`src/logic/uart_cfg_defines.svh`:
```
// register offsets, field positions and reset values of the channel configuration block
`ifndef UART_CFG_DEFINES_SVH
`define UART_CFG_DEFINES_SVH

// ----------------------------------------------------------------
// register byte offsets
// ----------------------------------------------------------------
`define OFS_IRQ_SOURCE 8'h00
`define OFS_FIFO_CTRL 8'h04
`define OFS_LINE_FMT 8'h08
`define OFS_MODEM_CTRL 8'h0c
`define OFS_FEATURE 8'h10
`define OFS_RX_TRIG 8'h14
`define OFS_TX_TRIG 8'h18
`define OFS_ENH_FEATURE 8'h1c
`define OFS_LEVELS 8'h20

// ----------------------------------------------------------------
// field positions
// ----------------------------------------------------------------
`define FIFO_EN_BIT 0
`define RX_FLUSH_BIT 1
`define TX_FLUSH_BIT 2
`define XFER_MODE_BIT 3
`define FMT_STOP 2
`define FMT_PAR_EN 3
`define FMT_PAR_TYPE 4
`define FMT_PAR_FORCE 5
`define FMT_BREAK 6
`define FMT_DIV_SEL 7
`define MODEM_DTR 0
`define MODEM_RTS 1
`define MODEM_PAIR_SEL 2
`define MODEM_LOOP 4
`define MODEM_XON_ANY 5
`define MODEM_IR_EN 6
`define MODEM_PRESCALE 7
`define ENH_AUTO_RTS 6
`define ENH_AUTO_CTS 7

// ----------------------------------------------------------------
// reset values
// ----------------------------------------------------------------
`define RST_FIFO_CTRL 8'h00
`define RST_LINE_FMT 8'h00
`define RST_MODEM_CTRL 8'h00
`define RST_FEATURE 8'h00
`define RST_TRIG 8'h01
`define RST_ENH_FEATURE 8'h00
`define IR_CAPTURE_CYCLES 2'h3

`endif

```
`src/logic/uart_cfg_pkg.sv`:
```
// types shared by the channel configuration block
package uart_cfg_pkg;
  typedef enum logic [1:0] {
    table_a,
    table_b,
    table_c,
    table_d
  } trig_table_e;
endpackage

```
`src/logic/uart_fifo_line_modem_control.sv`:
```
// per-channel fifo, line format and modem control logic with a wishbone register port
//
// Added by the designer: the Wishbone register port and the register offsets.
`timescale 1ns/1ps
`include "uart_cfg_defines.svh"

// Operation
// - status top bits mirror fifo enable
// - fifo control fields need enable set
// - rx flush clears rx counters, self clears
// - tx flush clears tx counters, self clears
// - transfer mode bit stored, no effect
// - tx request below trigger or empty
// - rx request when level crosses trigger
// - one shared table, table d programmable
// - table a: rx 1/4/8/14, tx 1
// - table b levels 8/16/24/28, 16/8/24/30
// - table c levels 8/16/56/60, 8/16/32/56
// - two low bits set 5..8 bit chars
// - stop bit one, 1.5 or two
// - parity enable adds and checks parity
// - parity type odd or even
// - forced parity mark or space
// - break holds transmit output low
// - top bit selects divisor latches
// - dtr and rts pins inverted
// - pair select chooses rts/cts or dtr/dsr
// - xon any resumes on any character
// - infrared enable sampled from pin after reset release
// - prescaler divides baud clock by four
// - rx request clears below trigger
// - auto cts high stops transmitter
module uart_fifo_line_modem_control
  import uart_cfg_pkg::*;
#(
  parameter int DEPTH = 64,
  parameter int CNT_W = 7
) (
  input wire logic clk_i,
  input wire logic rst_i,
  input wire logic wb_cyc_i,
  input wire logic wb_stb_i,
  input wire logic wb_we_i,
  input wire logic [7:0] wb_adr_i,
  input wire logic [3:0] wb_sel_i,
  input wire logic [31:0] wb_dat_i,
  output logic [31:0] wb_dat_o,
  output logic wb_ack_o,
  input wire logic rx_push_i,
  input wire logic rx_pop_i,
  input wire logic tx_push_i,
  input wire logic tx_pop_i,
  input wire logic tx_serial_i,
  input wire logic tx_ir_i,
  input wire logic rx_flow_stop_i,
  input wire logic cts_n_i,
  input wire logic dsr_n_i,
  input wire logic infrared_select_pin_i,
  output logic rx_flush_o,
  output logic tx_flush_o,
  output logic rx_irq_o,
  output logic tx_irq_o,
  output logic [3:0] char_bits_o,
  output logic stop_half_o,
  output logic stop_two_o,
  output logic parity_en_o,
  output logic parity_even_o,
  output logic parity_forced_o,
  output logic parity_value_o,
  output logic divisor_sel_o,
  output logic tx_pin_o,
  output logic dtr_n_o,
  output logic rts_n_o,
  output logic tx_hold_o,
  output logic loopback_o,
  output logic xon_any_o,
  output logic ir_enable_o,
  output logic prescale_div4_o
);

  // ----------------------------------------------------------------
  // registers and state
  // ----------------------------------------------------------------
  logic fifo_en;
  logic [7:0] fifo_ctrl;
  logic [7:0] line_format_control;
  logic [7:0] modem_line_control;
  logic [7:0] feature_control;
  logic [7:0] receive_trigger_value;
  logic [7:0] transmit_trigger_value;
  logic [7:0] enhanced_feature_control;
  logic [CNT_W-1:0] rx_cnt;
  logic [CNT_W-1:0] tx_cnt;
  logic tx_filled_over;
  logic [1:0] cts_sync;
  logic [1:0] dsr_sync;
  logic [1:0] ir_sync;
  logic [1:0] ir_capture;
  logic [7:0] rx_trig;
  logic [7:0] tx_trig;
  logic wr_req;
  logic rd_req;
  logic fifo_ctl_write;
  logic [7:0] wdat;
  trig_table_e table_sel;

  assign wr_req = wb_cyc_i && wb_stb_i && !wb_ack_o && wb_we_i && wb_sel_i[0];
  assign rd_req = wb_cyc_i && wb_stb_i && !wb_ack_o && !wb_we_i;
  assign wdat = wb_dat_i[7:0];
  assign fifo_ctl_write = wr_req && wb_adr_i == `OFS_FIFO_CTRL;
  assign table_sel = trig_table_e'(feature_control[7:6]);

  // ----------------------------------------------------------------
  // trigger table decode
  // ----------------------------------------------------------------
  function automatic logic [7:0] rx_level(input trig_table_e t, input logic [1:0] f, input logic [7:0] prog);
    logic [7:0] v;
    v = prog;
    case (t)
      table_a: v = (f == 2'h0) ? 8'h01 : (f == 2'h1) ? 8'h04 : (f == 2'h2) ? 8'h08 : 8'h0e;
      table_b: v = (f == 2'h0) ? 8'h08 : (f == 2'h1) ? 8'h10 : (f == 2'h2) ? 8'h18 : 8'h1c;
      table_c: v = (f == 2'h0) ? 8'h08 : (f == 2'h1) ? 8'h10 : (f == 2'h2) ? 8'h38 : 8'h3c;
      default: v = prog;
    endcase
    return v;
  endfunction

  function automatic logic [7:0] tx_level(input trig_table_e t, input logic [1:0] f, input logic [7:0] prog);
    logic [7:0] v;
    v = prog;
    case (t)
      table_a: v = 8'h01;
      table_b: v = (f == 2'h0) ? 8'h10 : (f == 2'h1) ? 8'h08 : (f == 2'h2) ? 8'h18 : 8'h1e;
      table_c: v = (f == 2'h0) ? 8'h08 : (f == 2'h1) ? 8'h10 : (f == 2'h2) ? 8'h20 : 8'h38;
      default: v = prog;
    endcase
    return v;
  endfunction

  // one table drives both directions, so the last table choice rules both
  assign rx_trig = rx_level(table_sel, fifo_ctrl[7:6], receive_trigger_value);
  assign tx_trig = tx_level(table_sel, fifo_ctrl[5:4], transmit_trigger_value);

  // ----------------------------------------------------------------
  // fifo control register
  // ----------------------------------------------------------------
  always_ff @(posedge clk_i) begin
    if (rst_i) begin
      fifo_en <= 1'b0;
      fifo_ctrl <= `RST_FIFO_CTRL;
      rx_flush_o <= 1'b0;
      tx_flush_o <= 1'b0;
    end else begin
      rx_flush_o <= 1'b0;
      tx_flush_o <= 1'b0;
      if (fifo_ctl_write) begin
        fifo_en <= wdat[`FIFO_EN_BIT];
        if (wdat[`FIFO_EN_BIT]) begin
          // transfer mode bit is stored for legacy software, it steers nothing
          fifo_ctrl <= {wdat[7:3], 3'h0};
          rx_flush_o <= wdat[`RX_FLUSH_BIT];
          tx_flush_o <= wdat[`TX_FLUSH_BIT];
        end
      end
    end
  end

  // ----------------------------------------------------------------
  // other software registers
  // ----------------------------------------------------------------
  always_ff @(posedge clk_i) begin
    if (rst_i) begin
      line_format_control <= `RST_LINE_FMT;
      feature_control <= `RST_FEATURE;
      receive_trigger_value <= `RST_TRIG;
      transmit_trigger_value <= `RST_TRIG;
      enhanced_feature_control <= `RST_ENH_FEATURE;
    end else if (wr_req) begin
      case (wb_adr_i)
        `OFS_LINE_FMT: line_format_control <= wdat;
        `OFS_FEATURE: feature_control <= wdat;
        `OFS_RX_TRIG: receive_trigger_value <= wdat;
        `OFS_TX_TRIG: transmit_trigger_value <= wdat;
        `OFS_ENH_FEATURE: enhanced_feature_control <= wdat;
        default: ;
      endcase
    end
  end

  // modem control, with the infrared bit caught from the pin after reset release
  always_ff @(posedge clk_i) begin
    if (rst_i) begin
      modem_line_control <= `RST_MODEM_CTRL;
      ir_capture <= `IR_CAPTURE_CYCLES;
    end else begin
      if (ir_capture != 2'h0) begin
        ir_capture <= ir_capture - 2'h1;
      end
      if (wr_req && wb_adr_i == `OFS_MODEM_CTRL) begin
        modem_line_control <= {wdat[7:4], 1'b0, wdat[2:0]};
      end else if (ir_capture == 2'h1) begin
        modem_line_control[`MODEM_IR_EN] <= ir_sync[1];
      end
    end
  end

  // ----------------------------------------------------------------
  // pin synchronisers
  // ----------------------------------------------------------------
  always_ff @(posedge clk_i) begin
    if (rst_i) begin
      cts_sync <= 2'h3;
      dsr_sync <= 2'h3;
      ir_sync <= 2'h0;
    end else begin
      cts_sync <= {cts_sync[0], cts_n_i};
      dsr_sync <= {dsr_sync[0], dsr_n_i};
      ir_sync <= {ir_sync[0], infrared_select_pin_i};
    end
  end

  // ----------------------------------------------------------------
  // fifo level counters
  // ----------------------------------------------------------------
  always_ff @(posedge clk_i) begin
    if (rst_i) begin
      rx_cnt <= '0;
    end else if (rx_flush_o) begin
      rx_cnt <= '0;
    end else if (rx_push_i && !rx_pop_i && rx_cnt < CNT_W'(DEPTH)) begin
      rx_cnt <= rx_cnt + CNT_W'(1);
    end else if (rx_pop_i && !rx_push_i && rx_cnt != '0) begin
      rx_cnt <= rx_cnt - CNT_W'(1);
    end
  end

  always_ff @(posedge clk_i) begin
    if (rst_i) begin
      tx_cnt <= '0;
    end else if (tx_flush_o) begin
      tx_cnt <= '0;
    end else if (tx_push_i && !tx_pop_i && tx_cnt < CNT_W'(DEPTH)) begin
      tx_cnt <= tx_cnt + CNT_W'(1);
    end else if (tx_pop_i && !tx_push_i && tx_cnt != '0) begin
      tx_cnt <= tx_cnt - CNT_W'(1);
    end
  end

  // ----------------------------------------------------------------
  // trigger requests
  // ----------------------------------------------------------------
  // remembers whether the last reload went above the trigger
  always_ff @(posedge clk_i) begin
    if (rst_i) begin
      tx_filled_over <= 1'b0;
    end else if (8'(tx_cnt) > tx_trig) begin
      tx_filled_over <= 1'b1;
    end else if (tx_cnt == '0) begin
      tx_filled_over <= 1'b0;
    end
  end

  always_ff @(posedge clk_i) begin
    if (rst_i) begin
      rx_irq_o <= 1'b0;
      tx_irq_o <= 1'b0;
    end else begin
      rx_irq_o <= fifo_en && 8'(rx_cnt) >= rx_trig;
      tx_irq_o <= fifo_en && (tx_filled_over ? 8'(tx_cnt) < tx_trig : tx_cnt == '0);
    end
  end

  // ----------------------------------------------------------------
  // line and modem outputs
  // ----------------------------------------------------------------
  always_ff @(posedge clk_i) begin
    if (rst_i) begin
      char_bits_o <= 4'h5;
      stop_half_o <= 1'b0;
      stop_two_o <= 1'b0;
      parity_en_o <= 1'b0;
      parity_even_o <= 1'b0;
      parity_forced_o <= 1'b0;
      parity_value_o <= 1'b0;
      divisor_sel_o <= 1'b0;
      tx_pin_o <= 1'b1;
    end else begin
      char_bits_o <= 4'h5 + {2'h0, line_format_control[1:0]};
      stop_half_o <= line_format_control[`FMT_STOP] && line_format_control[1:0] == 2'h0;
      stop_two_o <= line_format_control[`FMT_STOP] && line_format_control[1:0] != 2'h0;
      parity_en_o <= line_format_control[`FMT_PAR_EN];
      parity_even_o <= line_format_control[`FMT_PAR_TYPE];
      parity_forced_o <= line_format_control[`FMT_PAR_EN] && line_format_control[`FMT_PAR_FORCE];
      parity_value_o <= !line_format_control[`FMT_PAR_TYPE];
      divisor_sel_o <= line_format_control[`FMT_DIV_SEL];
      if (line_format_control[`FMT_BREAK]) begin
        tx_pin_o <= 1'b0;
      end else if (modem_line_control[`MODEM_IR_EN]) begin
        tx_pin_o <= tx_ir_i;
      end else begin
        tx_pin_o <= tx_serial_i;
      end
    end
  end

  always_ff @(posedge clk_i) begin
    if (rst_i) begin
      dtr_n_o <= 1'b1;
      rts_n_o <= 1'b1;
      tx_hold_o <= 1'b0;
      loopback_o <= 1'b0;
      xon_any_o <= 1'b0;
      ir_enable_o <= 1'b0;
      prescale_div4_o <= 1'b0;
    end else begin
      // the selected pin of the pair carries receive flow control
      if (enhanced_feature_control[`ENH_AUTO_RTS] && modem_line_control[`MODEM_PAIR_SEL]) begin
        dtr_n_o <= rx_flow_stop_i;
      end else begin
        dtr_n_o <= !modem_line_control[`MODEM_DTR];
      end
      if (enhanced_feature_control[`ENH_AUTO_RTS] && !modem_line_control[`MODEM_PAIR_SEL]) begin
        rts_n_o <= rx_flow_stop_i;
      end else begin
        rts_n_o <= !modem_line_control[`MODEM_RTS];
      end
      tx_hold_o <= enhanced_feature_control[`ENH_AUTO_CTS] &&
        (modem_line_control[`MODEM_PAIR_SEL] ? dsr_sync[1] : cts_sync[1]);
      loopback_o <= modem_line_control[`MODEM_LOOP];
      xon_any_o <= modem_line_control[`MODEM_XON_ANY];
      ir_enable_o <= modem_line_control[`MODEM_IR_EN];
      prescale_div4_o <= modem_line_control[`MODEM_PRESCALE];
    end
  end

  // ----------------------------------------------------------------
  // wishbone slave
  // ----------------------------------------------------------------
  always_ff @(posedge clk_i) begin
    if (rst_i) begin
      wb_ack_o <= 1'b0;
      wb_dat_o <= 32'h0000_0000;
    end else begin
      wb_ack_o <= wb_cyc_i && wb_stb_i && !wb_ack_o;
      wb_dat_o <= 32'h0000_0000;
      if (rd_req) begin
        case (wb_adr_i)
          `OFS_IRQ_SOURCE: wb_dat_o <= {24'h0, {2{fifo_en}},
            (rx_irq_o ? 6'h04 : tx_irq_o ? 6'h02 : 6'h01)};
          `OFS_LINE_FMT: wb_dat_o <= {24'h0, line_format_control};
          `OFS_MODEM_CTRL: wb_dat_o <= {24'h0, modem_line_control};
          `OFS_FEATURE: wb_dat_o <= {24'h0, feature_control};
          `OFS_RX_TRIG: wb_dat_o <= {24'h0, receive_trigger_value};
          `OFS_TX_TRIG: wb_dat_o <= {24'h0, transmit_trigger_value};
          `OFS_ENH_FEATURE: wb_dat_o <= {24'h0, enhanced_feature_control};
          `OFS_LEVELS: wb_dat_o <= {16'h0, 8'(tx_cnt), 8'(rx_cnt)};
          default: wb_dat_o <= 32'h0000_0000;
        endcase
      end
    end
  end
endmodule

```
`config.mk`:
```
export PLATFORM = sky130hd
export DESIGN_NAME = uart_fifo_line_modem_control
export DESIGN_NICKNAME = d
export VERILOG_FILES = /design/src/logic/uart_cfg_pkg.sv /design/src/logic/uart_fifo_line_modem_control.sv
export VERILOG_INCLUDE_DIRS = /design/src /design/src/logic
export SDC_FILE = /design/constraint.sdc
export NUM_CORES = 1
export LEC_CHECK = 0
export CAP_MARGIN = 0
export CORE_ASPECT_RATIO = 1.1
export CORE_MARGIN = 5
export CORE_UTILIZATION = 50
export DETAILED_ROUTE_END_ITERATION = 10
export DONT_BUFFER_PORTS = 1
export PLACE_DENSITY = 0.65
export SLEW_MARGIN = 10
export SYNTH_ARGS = -nofsm -noshare
export SYNTH_HDL_FRONTEND = slang
export SYNTH_SLANG_ARGS = --single-unit
```
`constraint.sdc`:
```
create_clock -name clk_i -period 4.5 [get_ports clk_i]
set_input_delay 0.225 -clock clk_i [delete_from_list [all_inputs] [get_ports clk_i]]
set_output_delay 0.225 -clock clk_i [all_outputs]
set_load 0.01 [all_outputs]
```
==> results.py <==
metrics = {
    "synthesis": {
        "postSynthCellCount": 605,
        "ys_ff_latch": 114,
        "synth_top_area_share_pct": 40.1,
        "synth_warnings": 0,
        "synthTopCellsByArea": "dfxtp_1 (40%), mux2i_1 (10%), ha_1 (7.0%)",
        "netlist.top_cell.by_area": "dfxtp_1",
        "async_reset_ff_share_pct": 0,
        "synth_edf_count": 0,
        "netlist_area_mm2": 0.00569,
        "ys.flop_type": "dfxtp_1",
        "syn_avg_cell_area_um2": 9.40,
        "synth.distinct_cells": 59,
        "yosysSeqAreaShare_pct": 40.1,
    },
    "pwr": {
        "powerDensity_mw_per_mm2": 514,
        "p_sw_uw": 965,
        "p_leak_uw": 0.00259,
        "p_clk_share_pct": 42.2,
        "switching_share_pct": 28.9,
        "p_int_uw": 2370,
        "comb_power_share_pct": 22.3,
        "seq_power_share_pct": 35.5,
        "vdd_drop_max_uv": 270,
    },
    "detailed_routing": {
        "vias": 4481,
        "first_pass_iters": 5,
        "viasPerCell": 5.78,
        "drc": 0,
        "postRouteWirelength_um": 14700,
        "ant_nets": 0,
        "drtIter0Drc": 278,
        "routedWlPerCell_um": 19.0,
    },
    "setup_path": {
        "crit_required_ns": 4.78,
        "cp_common_cell": "a21o_1",
        "crit_fanout": 15,
        "startpoint_type": "flip-flop",
        "critical_path.cell_chain": "and2_1, a22o_1, ha_1, nand2b_1, a21o_1, a21o_1, a21oi_1, o21ai_0",
        "worst_path_largest_cell_delay_ns": 0.65,
        "path_class": "flip-flop to flip-flop",
        "worst_setup_path_end_kind": "flip-flop",
        "cp.arrival_ns": 2.58,
        "cp_slowest_cell": "dfxtp_1",
    },
    "cells_and_area": {
        "final_layout_size_suffix_gt1_share_pct": 8.93,
        "instances_no_fill": 775,
        "nets": 707,
        "syn_to_final_growth_pct": 14.1,
        "finalInstanceArea_mm2": 0.00649,
    },
    "sta": {
        "fin_ws_ns": 2.20,
        "clock_skew_ns": 0.00696,
        "holdWs_ns": 0.0232,
        "finalSetupViolCount": 0,
        "rsz0062_at_grt": "no",
        "post-route-min-period_ns": 2.30,
        "timing.fmax_mhz": 435,
        "fin_tns_setup_ns": 0,
        "maxSlewViolCount": 0,
        "timing.slew.headroom_pct": 43.4,
        "finalCritPeriodShare_pct": 51.1,
        "finalHoldViolCount": 0,
        "worst_pin_slew_ns": 0.842,
    },
    "floorplan": {
        "core.rowCount": 40,
        "die_y_um": 122,
        "die-width_um": 112,
        "coreArea_mm2": 0.0110,
        "die-area_mm2": 0.0136,
        "initial_core_util_pct": 51.7,
        "ioPinCount": 115,
    },
    "place": {
        "place_ws_ns": 2.21,
        "dp.cells": 726,
        "gp_congestion": 0.883,
        "dp_hpwl_um": 10300,
        "dpl_cell_area_mm2": 0.00569,
        "io_buffers": 0,
    },
    "clocking": {
        "postCtsSetupBuffers": 0,
        "cts_tree": "done",
        "cts.sinks": 114,
        "clock_path_buffers": 2,
        "cts-root-buf": "clkbuf_16",
        "cts_buffers": 17,
        "cts_resized": 0,
        "htreeDepth": 4,
        "clk_latency_ns": 0.41,
        "path_clk_slew_ns": 0.05,
        "cts_hold_buf": 16,
    },
    "global_routing": {
        "grt_pass1_vias": 4495,
        "grt_use_total_pct": 22.2,
        "grt_pass1_wl_um": 23600,
        "grt_antenna_before_repair": 1,
        "grt-ovfl-total": 0,
        "grt_max_degree": 81,
    },
    "worst_hold_path": {
        "hold_class": "primary input to flip-flop",
    },
    "outcome": {
        "status": "finished clean",
    },
    "job": {
        "cap_violations": 0,
    },
}
## stage by stage
| stage | total power, uW | util (%) |
|---|---|---|
| floorplan | 1760 | - |
| CTS | 3350 | 58.9 |
| global route | 3520 | 59.0 |
| detailed placement | 1900 | 51.7 |
| finish | 3340 | 59.0 |
| global placement | 1860 | 51.7 |
## registers in the layout, indices dropped and copies added (netlist names), 2 cells and up
signal	count
wb_dat_o	15
enhanced_feature_control	8
feature_control	8
line_format_control	8
receive_trigger_value	8
transmit_trigger_value	8
modem_line_control	7
rx_cnt	7
tx_cnt	7
char_bits_o	4
fifo_ctrl	4
cts_sync	2
dsr_sync	2
ir_capture	2
ir_sync	2
## power by group through the flow
stage	clock (uW)	sequential, uW	combinational (uW)
after floorplan	0	1160	602
after global placement	0	1200	657
after detailed placement	0	1210	698
after CTS	1430	1180	738
after global routing	1490	1200	835
final	1410	1190	744
## final cells by class
cell class              count  area [um^2]
diodes                      1         2.50
clock buffers              23          468
clock inverters             9          154
fillers                   970         4520
inverters                  17         63.8
multi-input cells         448         3160
flip-flops and latches    114         2280
well taps                 147          184
repair buffers             16          178
## worst paths after layout
path	start	to	slack, ns	depth (start not counted)
max	feature_control[6]	rx_irq_o	2.20	8
min	wb_adr_i[4]	wb_dat_o[0]	0.02	2
max reg2reg	feature_control[6]	rx_irq_o	2.20	8
min reg2reg	dsr_sync[0]	dsr_sync[1]	0.41	1
## cell usage after synthesis (all sizes together), types with 6 or more instances
cell type,count
nor3,6
a211o,7
or2,9
a21oi,29
nand2b,8
a211oi,11
clkbuf,21
nand4,6
a21o,11
inv,17
buf,21
and2,8
mux2i,59
nor2,76
a22o,7
and3,7
a22oi,8
ha,32
nand2,36
nor2b,18
dfxtp,114
o21ai,16
## critical path: cells and delay by family, from the launching register on
family,cells,cell delay [ns]
compound gates,5,0.77
flops,1,0.65
simple gates,2,0.55
fa+ha+maj,1,0.22
## kinds of logic (layout without fill, tap and decap cells)
group	Yosys count	in the layout	synth area share, %
AO/OA/AOI/OAI	122	122	14.8
XOR/XNOR	9	9	1.39
adder cells (fa/ha/maj)	34	34	7.74
buffers and inverters	59	65	5.41
flip-flops	114	114	40.1
multiplexers	65	65	11.8
other	1	18	0.0659
AND/OR/NAND/NOR	201	201	18.7
## routing by layer
| layer | vias to the layer above | routed length (um) | global-route usage [%] |
|---|---|---|---|
| met3 | 34 | 953 | 6.56 |
| met5 | - | 0 | 0 |
| li1 | 2153 | - | - |
| met1 | 2141 | 6590 | 26.9 |
| met2 | 153 | 6780 | 36.4 |
| met4 | 0 | 420 | 10.4 |
## cell usage in the layout (no fill, tap or decap), types with 11 or more instances in the layout
cell	n
o21ai_0	16
nand2_1	36
a21oi_1	29
dfxtp_1	114
nor2b_1	16
clkbuf_16	17
nor2_1	72
a21o_1	11
inv_1	17
mux2i_1	59
dlygate4sd3_1	15
ha_1	32
conb_1	17
a211oi_1	11
No activity file was read; power rests on OpenSTA's default activity.
